===== src/logic/cir_pkg.sv =====
//****************************************************************
// Overview of operation
//****************************************************************
`default_nettype none
package cir_pkg;
    // Register addresses
    localparam logic [7:0] CIR_ADDR_OUT_CFG = 8'h10;
    localparam logic [7:0] CIR_ADDR_CLK_SEL = 8'h11;
    localparam logic [7:0] CIR_ADDR_DATA_SEL = 8'h12;
    localparam logic [7:0] CIR_ADDR_MIC = 8'h13;
    localparam logic [7:0] CIR_ADDR_PWR = 8'h14;
    localparam logic [7:0] CIR_ADDR_BIAS = 8'h15;
    localparam logic [7:0] CIR_ADDR_ASI0 = 8'h18;
    // Reset values
    localparam logic [7:0] CIR_RST_OUT_CFG = 8'h52;
    localparam logic [7:0] CIR_RST_CLK_SEL = 8'h80;
    localparam logic [7:0] CIR_RST_DATA_SEL = 8'h00;
    localparam logic [7:0] CIR_RST_MIC = 8'h00;
    localparam logic [7:0] CIR_RST_PWR = 8'h00;
    localparam logic [7:0] CIR_RST_BIAS = 8'h00;
    localparam logic [7:0] CIR_RST_ASI0 = 8'h40;
    // Writable bits; reserved bits hold zero
    localparam logic [7:0] CIR_WMASK_CLK_SEL = 8'hfe;
    localparam logic [7:0] CIR_WMASK_DATA_SEL = 8'hfc;
    localparam logic [7:0] CIR_WMASK_BIAS = 8'hf0;
    // Field positions
    localparam int CIR_B_PRIM_EN = 7;
    localparam int CIR_L_FRAME = 4;
    localparam int CIR_L_CLOCK = 1;
    localparam int CIR_L_DIN = 5;
    localparam int CIR_L_DIN2 = 2;
    localparam int CIR_B_TYPE1 = 7;
    localparam int CIR_B_TYPE2 = 6;
    localparam int CIR_B_EDGE_A = 5;
    localparam int CIR_B_EDGE_B = 4;
    localparam int CIR_L_MIC_A = 2;
    localparam int CIR_L_MIC_B = 0;
    localparam int CIR_B_OVRD = 7;
    localparam int CIR_B_SHARED = 6;
    localparam int CIR_L_ADC_PD = 4;
    localparam int CIR_L_DAC_PD = 2;
    localparam int CIR_B_POWER_LIMITER = 1;
    localparam int CIR_B_AUX_AMP = 0;
    localparam int CIR_L_BIAS = 6;
    localparam int CIR_L_CONV = 4;
    localparam int CIR_L_OUT_FUNC = 4;
    localparam int CIR_B_SEC_DIS = 6;
    // Source codes
    localparam logic [2:0] CIR_SRC_OFF = 3'h0;
    localparam logic [2:0] CIR_SRC_PIN_A = 3'h1;
    localparam logic [2:0] CIR_SRC_PIN_B = 3'h2;
    localparam logic [2:0] CIR_SRC_GPI = 3'h3;
    localparam logic [2:0] CIR_SRC_DOUT = 3'h4;
    localparam logic [2:0] CIR_SRC_PRIM = 3'h5;
    // Output pin function codes
    localparam logic [3:0] CIR_OUT_OFF = 4'h0;
    localparam logic [3:0] CIR_OUT_INPUT = 4'h1;
    localparam logic [3:0] CIR_OUT_PRIM_DATA = 4'h5;
    localparam logic [3:0] CIR_OUT_RSVD = 4'hf;
    localparam int CIR_SYNC_STAGES = 2;

    typedef struct packed {
        logic pin_a;
        logic pin_b;
        logic gpi;
        logic din;
        logic dout_in;
        logic prim_frame;
        logic prim_clock;
        logic mic_clk;
    } cir_pins_t;

    typedef struct packed {
        logic enable;
        logic frame;
        logic clock;
        logic din;
        logic din2;
    } cir_sec_port_t;

    typedef struct packed {
        logic adc_pd;
        logic dac_pd;
        logic power_limit;
        logic aux_amp;
        logic mic_bias;
        logic conv_start;
    } cir_ctrl_t;
endpackage
`default_nettype wire


===== src/logic/cir_sync.sv =====
`default_nettype none
module cir_sync
    import cir_pkg::*;
#(
    parameter int WIDTH = 8
) (
    input wire logic clk_sys_i,
    input wire logic rst_n_i,
    input wire logic [WIDTH-1:0] async_i,
    output logic [WIDTH-1:0] sync_o
);
    logic [WIDTH-1:0] meta_ff;
    logic [WIDTH-1:0] sync_ff;

    // First stage feeds only the second stage
    always_ff @(posedge clk_sys_i or negedge rst_n_i) begin
        if (!rst_n_i) begin
            meta_ff <= '0;
            sync_ff <= '0;
        end else begin
            meta_ff <= async_i;
            sync_ff <= meta_ff;
        end
    end

    assign sync_o = sync_ff;
endmodule
`default_nettype wire


===== src/logic/cir_pin_routing.sv =====
`default_nettype none
module cir_pin_routing
    import cir_pkg::*;
(
    input wire logic clk_sys_i,
    input wire logic arst_n_i,
    input wire logic [7:0] reg_addr_i,
    input wire logic reg_wr_i,
    input wire logic [7:0] reg_wdata_i,
    output logic [7:0] reg_rdata_o,
    input wire cir_pins_t pins_i,
    input wire logic prim_dout_i,
    input wire logic dout_other_i,
    input wire logic adc_power_bit_i,
    input wire logic dac_power_bit_i,
    output logic primary_din_o,
    output cir_sec_port_t sec_port_o,
    output logic [1:0] record_type_o,
    output logic [3:0] pdm_data_o,
    output logic [3:0] pdm_strobe_o,
    output cir_ctrl_t ctrl_o,
    output logic dout_pin_o,
    output logic dout_pin_oe_o
);
    //****************************************************************
    // Reset release
    //****************************************************************
    logic rst_meta_ff;
    logic rst_n_ff;

    always_ff @(posedge clk_sys_i or negedge arst_n_i) begin
        if (!arst_n_i) begin
            rst_meta_ff <= 1'b0;
            rst_n_ff <= 1'b0;
        end else begin
            rst_meta_ff <= 1'b1;
            rst_n_ff <= rst_meta_ff;
        end
    end

    //****************************************************************
    // Pin synchronisers
    //****************************************************************
    cir_pins_t pins_s;

    cir_sync #(
        .WIDTH($bits(cir_pins_t))
    ) u_sync (
        .clk_sys_i(clk_sys_i),
        .rst_n_i(rst_n_ff),
        .async_i(pins_i),
        .sync_o(pins_s)
    );

    //****************************************************************
    // Configuration registers
    //****************************************************************
    logic [7:0] out_cfg_ff, clk_sel_ff, data_sel_ff, mic_ff, pwr_ff, bias_ff, asi0_ff, rdata_ff;
    logic [7:0] nxt_out_cfg, nxt_clk_sel, nxt_data_sel, nxt_mic, nxt_pwr, nxt_bias, nxt_asi0, nxt_rdata;

    always_comb begin
        nxt_out_cfg = out_cfg_ff;
        nxt_clk_sel = clk_sel_ff;
        nxt_data_sel = data_sel_ff;
        nxt_mic = mic_ff;
        nxt_pwr = pwr_ff;
        nxt_bias = bias_ff;
        nxt_asi0 = asi0_ff;
        if (reg_wr_i) begin
            case (reg_addr_i)
                CIR_ADDR_OUT_CFG: nxt_out_cfg = reg_wdata_i;
                CIR_ADDR_CLK_SEL: nxt_clk_sel = reg_wdata_i & CIR_WMASK_CLK_SEL;
                CIR_ADDR_DATA_SEL: nxt_data_sel = reg_wdata_i & CIR_WMASK_DATA_SEL;
                CIR_ADDR_MIC: nxt_mic = reg_wdata_i;
                CIR_ADDR_PWR: nxt_pwr = reg_wdata_i;
                CIR_ADDR_BIAS: nxt_bias = reg_wdata_i & CIR_WMASK_BIAS;
                CIR_ADDR_ASI0: nxt_asi0 = reg_wdata_i;
                default: nxt_out_cfg = out_cfg_ff;
            endcase
        end
        case (reg_addr_i)
            CIR_ADDR_OUT_CFG: nxt_rdata = out_cfg_ff;
            CIR_ADDR_CLK_SEL: nxt_rdata = clk_sel_ff;
            CIR_ADDR_DATA_SEL: nxt_rdata = data_sel_ff;
            CIR_ADDR_MIC: nxt_rdata = mic_ff;
            CIR_ADDR_PWR: nxt_rdata = pwr_ff;
            CIR_ADDR_BIAS: nxt_rdata = bias_ff;
            CIR_ADDR_ASI0: nxt_rdata = asi0_ff;
            default: nxt_rdata = 8'h00;
        endcase
    end

    always_ff @(posedge clk_sys_i or negedge rst_n_ff) begin
        if (!rst_n_ff) begin
            out_cfg_ff <= CIR_RST_OUT_CFG;
            clk_sel_ff <= CIR_RST_CLK_SEL;
            data_sel_ff <= CIR_RST_DATA_SEL;
            mic_ff <= CIR_RST_MIC;
            pwr_ff <= CIR_RST_PWR;
            bias_ff <= CIR_RST_BIAS;
            asi0_ff <= CIR_RST_ASI0;
            rdata_ff <= 8'h00;
        end else begin
            out_cfg_ff <= nxt_out_cfg;
            clk_sel_ff <= nxt_clk_sel;
            data_sel_ff <= nxt_data_sel;
            mic_ff <= nxt_mic;
            pwr_ff <= nxt_pwr;
            bias_ff <= nxt_bias;
            asi0_ff <= nxt_asi0;
            rdata_ff <= nxt_rdata;
        end
    end

    //****************************************************************
    // Source selection
    //****************************************************************
    // Six-way selector; reserved codes yield a quiet zero
    function automatic logic pick3(input logic [2:0] code, input cir_pins_t p, input logic dout_ok,
                                   input logic prim);
        case (code)
            CIR_SRC_PIN_A: pick3 = p.pin_a;
            CIR_SRC_PIN_B: pick3 = p.pin_b;
            CIR_SRC_GPI: pick3 = p.gpi;
            CIR_SRC_DOUT: pick3 = dout_ok & p.dout_in;
            CIR_SRC_PRIM: pick3 = prim;
            default: pick3 = 1'b0;
        endcase
    endfunction

    // Four-way pin selector; override swaps input-only pin for serial input
    function automatic logic pick2(input logic [1:0] code, input cir_pins_t p, input logic ovrd);
        case (code)
            2'h1: pick2 = p.pin_a;
            2'h2: pick2 = p.pin_b;
            2'h3: pick2 = ovrd ? p.din : p.gpi;
            default: pick2 = 1'b0;
        endcase
    endfunction

    logic [2:0] frame_code, clock_code, din_code, din2_code;
    logic [1:0] mic_a_code, mic_b_code;
    logic [3:0] out_func;
    logic shared, ovrd, dout_in_ok, mic_a_dat, mic_b_dat;

    assign frame_code = clk_sel_ff[CIR_L_FRAME +: 3];
    assign clock_code = clk_sel_ff[CIR_L_CLOCK +: 3];
    assign din_code = data_sel_ff[CIR_L_DIN +: 3];
    assign din2_code = data_sel_ff[CIR_L_DIN2 +: 3];
    assign mic_a_code = mic_ff[CIR_L_MIC_A +: 2];
    assign mic_b_code = mic_ff[CIR_L_MIC_B +: 2];
    assign out_func = out_cfg_ff[CIR_L_OUT_FUNC +: 4];
    assign shared = pwr_ff[CIR_B_SHARED];
    assign ovrd = pwr_ff[CIR_B_OVRD];
    assign dout_in_ok = shared | (out_func == CIR_OUT_INPUT);
    assign mic_a_dat = pick2(mic_a_code, pins_s, ovrd);
    assign mic_b_dat = pick2(mic_b_code, pins_s, ovrd);

    //****************************************************************
    // Routed outputs
    //****************************************************************
    logic primary_din_ff, nxt_primary_din;
    cir_sec_port_t sec_ff, nxt_sec;
    cir_ctrl_t ctrl_ff, nxt_ctrl;
    logic dout_ff, nxt_dout, dout_oe_ff, nxt_dout_oe;
    logic [1:0] type_ff, nxt_type;

    always_comb begin
        nxt_primary_din = clk_sel_ff[CIR_B_PRIM_EN] & pins_s.din;
        nxt_sec.enable = (frame_code != CIR_SRC_OFF) & ~asi0_ff[CIR_B_SEC_DIS];
        nxt_sec.frame = pick3(frame_code, pins_s, 1'b0, pins_s.prim_frame);
        nxt_sec.clock = pick3(clock_code, pins_s, 1'b0, pins_s.prim_clock);
        nxt_sec.din = pick3(din_code, pins_s, dout_in_ok, pins_s.din);
        nxt_sec.din2 = pick3(din2_code, pins_s, dout_in_ok, pins_s.din);
        nxt_ctrl.adc_pd = ~adc_power_bit_i | pick2(pwr_ff[CIR_L_ADC_PD +: 2], pins_s, 1'b0);
        nxt_ctrl.dac_pd = ~dac_power_bit_i | pick2(pwr_ff[CIR_L_DAC_PD +: 2], pins_s, 1'b0);
        nxt_ctrl.power_limit = pwr_ff[CIR_B_POWER_LIMITER] & pins_s.pin_a;
        nxt_ctrl.aux_amp = pwr_ff[CIR_B_AUX_AMP] & pins_s.pin_a;
        nxt_ctrl.mic_bias = pick2(bias_ff[CIR_L_BIAS +: 2], pins_s, 1'b0);
        nxt_ctrl.conv_start = pick2(bias_ff[CIR_L_CONV +: 2], pins_s, 1'b0);
        nxt_type = {mic_ff[CIR_B_TYPE2], mic_ff[CIR_B_TYPE1]};
        // Output pin: shared mode drives primary data and listens too
        if (shared) begin
            nxt_dout = prim_dout_i;
            nxt_dout_oe = 1'b1;
        end else begin
            case (out_func)
                CIR_OUT_OFF, CIR_OUT_INPUT, CIR_OUT_RSVD: begin
                    nxt_dout = 1'b0;
                    nxt_dout_oe = 1'b0;
                end
                CIR_OUT_PRIM_DATA: begin
                    nxt_dout = prim_dout_i;
                    nxt_dout_oe = 1'b1;
                end
                default: begin
                    nxt_dout = dout_other_i;
                    nxt_dout_oe = 1'b1;
                end
            endcase
        end
    end

    always_ff @(posedge clk_sys_i or negedge rst_n_ff) begin
        if (!rst_n_ff) begin
            primary_din_ff <= 1'b0;
            sec_ff <= '0;
            ctrl_ff <= '0;
            dout_ff <= 1'b0;
            dout_oe_ff <= 1'b0;
            type_ff <= 2'h0;
        end else begin
            primary_din_ff <= nxt_primary_din;
            sec_ff <= nxt_sec;
            ctrl_ff <= nxt_ctrl;
            dout_ff <= nxt_dout;
            dout_oe_ff <= nxt_dout_oe;
            type_ff <= nxt_type;
        end
    end

    //****************************************************************
    // Microphone capture
    //****************************************************************
    logic mic_clk_d_ff, nxt_mic_clk_d;
    logic [3:0] pdm_ff, nxt_pdm, strobe_ff, nxt_strobe;
    logic rise, fall;
    logic [3:0] take;

    assign rise = pins_s.mic_clk & ~mic_clk_d_ff;
    assign fall = ~pins_s.mic_clk & mic_clk_d_ff;

    always_comb begin
        nxt_mic_clk_d = pins_s.mic_clk;
        take[0] = (mic_a_code != 2'h0) & (mic_ff[CIR_B_EDGE_A] ? rise : fall);
        take[1] = (mic_a_code != 2'h0) & (mic_ff[CIR_B_EDGE_A] ? fall : rise);
        take[2] = (mic_b_code != 2'h0) & (mic_ff[CIR_B_EDGE_B] ? rise : fall);
        take[3] = (mic_b_code != 2'h0) & (mic_ff[CIR_B_EDGE_B] ? fall : rise);
        nxt_strobe = take;
        nxt_pdm = pdm_ff;
        if (take[0]) begin
            nxt_pdm[0] = mic_a_dat;
        end
        if (take[1]) begin
            nxt_pdm[1] = mic_a_dat;
        end
        if (take[2]) begin
            nxt_pdm[2] = mic_b_dat;
        end
        if (take[3]) begin
            nxt_pdm[3] = mic_b_dat;
        end
    end

    always_ff @(posedge clk_sys_i or negedge rst_n_ff) begin
        if (!rst_n_ff) begin
            mic_clk_d_ff <= 1'b0;
            pdm_ff <= 4'h0;
            strobe_ff <= 4'h0;
        end else begin
            mic_clk_d_ff <= nxt_mic_clk_d;
            pdm_ff <= nxt_pdm;
            strobe_ff <= nxt_strobe;
        end
    end

    assign reg_rdata_o = rdata_ff;
    assign primary_din_o = primary_din_ff;
    assign sec_port_o = sec_ff;
    assign ctrl_o = ctrl_ff;
    assign record_type_o = type_ff;
    assign pdm_data_o = pdm_ff;
    assign pdm_strobe_o = strobe_ff;
    assign dout_pin_o = dout_ff;
    assign dout_pin_oe_o = dout_oe_ff;
endmodule
`default_nettype wire


===== config.mk =====
export PLATFORM = sky130hd
export DESIGN_NAME = cir_pin_routing
export DESIGN_NICKNAME = d
export VERILOG_FILES = /design/src/logic/cir_pkg.sv /design/src/logic/cir_sync.sv /design/src/logic/cir_pin_routing.sv
export SDC_FILE = /design/constraint.sdc
export NUM_CORES = 1
export LEC_CHECK = 0
export ABC_AREA = 0
export BUFFER_PORTS_ARGS = -buffer_cell sky130_fd_sc_hd__buf_2
export CORE_UTILIZATION = 40
export CTS_BUF_LIST = sky130_fd_sc_hd__clkbuf_8
export CTS_CLUSTER_SIZE = 14
export DETAILED_ROUTE_END_ITERATION = 10
export PLACE_DENSITY = 0.62
export SLEW_MARGIN = 30
export SYNTH_ARGS = -nofsm -noshare
export SYNTH_HDL_FRONTEND = slang
export SYNTH_HIERARCHICAL = 1
export SYNTH_SLANG_ARGS = --single-unit

===== constraint.sdc =====
create_clock -name clk_sys_i -period 9.5 [get_ports clk_sys_i]
set_input_delay 2.85 -clock clk_sys_i [delete_from_list [all_inputs] [get_ports clk_sys_i]]
set_output_delay 2.85 -clock clk_sys_i [all_outputs]
set_load 0.02 [all_outputs]

==> metrics <==
total track usage=17.5%; CP Launch Type=input pin; relative slew slack=46.7%; die area=11000 um^2; Clock Power Share=31.9%; cell area after layout=4860 um^2; footprint of the multi-input gates=1660 um^2; Cell variety after synth=40; number of diodes=0; uppermost layer routed=met4; WL/cell=17.2 um; GPL Wtd Cong=0.828; slowest stage delay, CP=670 ps; Final nets=411; via count=2686; Final WS setup=4830 ps; area of the core=10300 um^2; CTS tree=done; # rows=37; YS warnings=6; critical path arrival=4910 ps; grt ovf=0; Setup WS pre-CTS=4460 ps; Syn Inst Count=318; FF+latch count, synth=100; Avg Synthesized Cell Area=13.3 um^2; final core utilization=47.3%; Crit path max-delay family=simple AND/OR/NAND/NOR gates; Critical Path Fanout Max=12; vias in the first global route=2693; net count after synthesis=349; Finished Layout Cells=521; number of I/O port buffers=62; hold crit path type=flop to flop; MaxCap Viol Count=0; via/cell ratio=5.16; worst-path cell chain=buf_2, or4b_1, nor3_4, nand4_2, mux2_2; layout cell share with drive strength beyond 1=40.8%; PD cells=167 nW/um^2; Sink Count=100; Tcrit/Tclk final=49.1%; Compound-Gate Fraction of Synth Area=7.27%; fmax=214 MHz; Worst Skew=8.39 ps; mux cell area share after synthesis=20.6%; # DRC=0; filler cell count=982; Area after DPL=4670 um^2; Tot Pwr=0.813 mW; LEAKAGE=2.40 nW; Detailed Route WL=8940 um; Clock Root Buffer=clkbuf_8; area of the mapped netlist=4240 um^2; Worst Path Buf+Inv=1; top cells by area, synth=dfrtp_1 (56%), mux2_2 (16%), mux2i_1 (3.5%); WHS=355 ps; Setup TNS Final=0 ps; Worst-Margin Slew=799 ps; VDD IR max=0.0628 mV; Die H=105 um; Comb power frac=10.0%; post-synthesis sequential area ratio=59.2%; Initial DRT Pass Iterations=6; Initial Util=41.2%; Yosys top cell area share=56.1%; Hold Fails Final Rpt=0; Met1 Wirelength=4300 um; Data required, critical path=9740 ps; min Tclk post-route=4670 ps; adder-cell share of the synthesized area=0%; Slowest-stage cell, CP=or4b_1; initial antenna violation count=0; Die X=105 um; unrepaired setup endpoints after global routing=no; Int Pwr=0.604 mW; Clk Latency, worst-skew pair=360 ps; Post-CTS Resized=0; DP Cell Count=505; first-pass GRT wire length=14600 um; CTS Buf Count=9; Pins Over Slew Limit=0; Hold Buf Count CTS=0; area leader, netlist=dfrtp_1; post-CTS setup buffer count=0; xor/xnor cell area share of the yosys netlist=0%; htree depth=3; largest family of logic cells by synthesized area=multiplexers; Layout area overhead=14.7%; Sequential Power Share=58.1%; Setup Viol. Count Final=0; ANT nets after route=0; sw power=0.209 mW; met2 wire len=4180 um; met3 routed WL=358 um; area taken by flip-flops and latches=2510 um^2; CTS clk-pin slew, worst paths=90 ps; I/O pins=63; simple-gate share of the synthesized area=11.2%; sw frac=25.7%; status=finished clean; Setup CP Type=input pin to flop; Max Root-Sink Buffers=2; HPWL after DPL=6150 um; Initial DRC Count=171; pin count of the biggest net entering global routing=51; Crit. End Element=flop
==> state kept, by name, indices dropped and copies added (netlist names), 2 cells and up <==
| name | count |
|---|---|
| pwr_ff | 8 |
| pdm_data_o | 4 |
| bias_ff | 4 |
| data_sel_ff | 6 |
| record_type_o | 2 |
| mic_ff | 8 |
| reg_rdata_o | 8 |
| out_cfg_ff | 8 |
| pdm_strobe_o | 4 |
| ctrl_o | 6 |
| sec_port_o | 5 |
| clk_sel_ff | 7 |
| u_sync/sync_o | 8 |
| u_sync/meta_ff | 8 |
| asi0_ff | 8 |
==> power groups by stage <==
stage                     sequential, mW  combinational [mW]  clock (mW)
final                              0.472              0.0814       0.260
after global routing               0.476              0.0888       0.284
after CTS                          0.472              0.0825       0.269
after detailed placement           0.481              0.0822           0
after global placement             0.479              0.0805           0
after floorplan                    0.489              0.0394           0
==> cells in the mapped netlist, drive strengths merged <==
cell type and number:
a22oi 2, a22o 6, or2 1, o311ai 4
o2bb2ai 1, o21ai 12, nor2b 3, buf 3
and3b 2, nor2 20, or3b 2, o41ai 1
nand3b 5, clkbuf 9, o22ai 2, and2b 1
nand4b 1, nand4 4, mux4 1, nor3 4
o31ai 1, nand2 14, dfrtp 95, nand3 11
inv 4, nor3b 1, a21o 2, or4b 1
a21oi 14, a31oi 2, a32o 1, conb 1
dfstp 5, mux2 62, and2 5, mux2i 15
==> cells in the final DEF (no fill, tap or decap), types with 5 or more instances in the layout <==
cell type	netlist	layout
dfrtp_1	95	94
mux2_2	62	62
buf_2	2	62
nor2_1	20	20
mux2i_1	15	15
nand2_1	14	14
a21oi_1	14	14
o21ai_0	12	12
clkbuf_8	0	9
nand3_1	7	7
a22o_1	6	6
inv_1	4	6
and2_1	5	5
nand3b_1	5	5
dfstp_2	5	5
==> worst register-to-register path, stage by stage (launching register included) <==
cell and delay [ps]:
dfrtp_1 540, mux2i_1 360, a21oi_1 110, mux2_2 290
mux2_2 270
==> layout make-up <==
class,count,area share [%]
clock buffer,9,2.55
clock inverter,7,1.26
inverter,4,0.309
multi-input combinational,202,34.1
sequential,100,51.7
tap,136,3.50
timing repair buffer,63,6.54
==> metal layers <==
metal / GRT usage, % / vias to the layer above
met1: 24.5 / 1341
met5: 0 / -
met4: 6.04 / 0
met2: 27.6 / 62
li1: - / 1274
met3: 3.12 / 9
==> cells by family after synthesis <==
family                 Yosys count
AOI/OAI and AO/OA               48
buffers and inverters           16
DFF                            100
muxes                           78
other                            1
and+or+nand+nor                 75
==> final timing paths <==
path | from | end | slack, ps | depth (start not counted)
min | u_sync/meta_ff[5]$_DFF_PN0_ | u_sync/sync_o[5]$_DFF_PN0_ | 350 | 0
max in group asynchronous | arst_n_i | rst_n_ff$_DFF_PN0_ | 7130 | 1
max | reg_addr_i[5] | mic_ff[3]$_DFFE_PN0P_ | 4830 | 5
max reg2reg | u_sync/sync_o[5]$_DFF_PN0_ | pdm_data_o[3]$_DFFE_PN0P_ | 7820 | 4
min in group asynchronous | rst_n_ff$_DFF_PN0_ | clk_sel_ff[2]$_DFFE_PN0P_ | 360 | 0
min reg2reg | u_sync/meta_ff[5]$_DFF_PN0_ | u_sync/sync_o[5]$_DFF_PN0_ | 350 | 0
No activity file was read; power rests on OpenSTA's default activity.
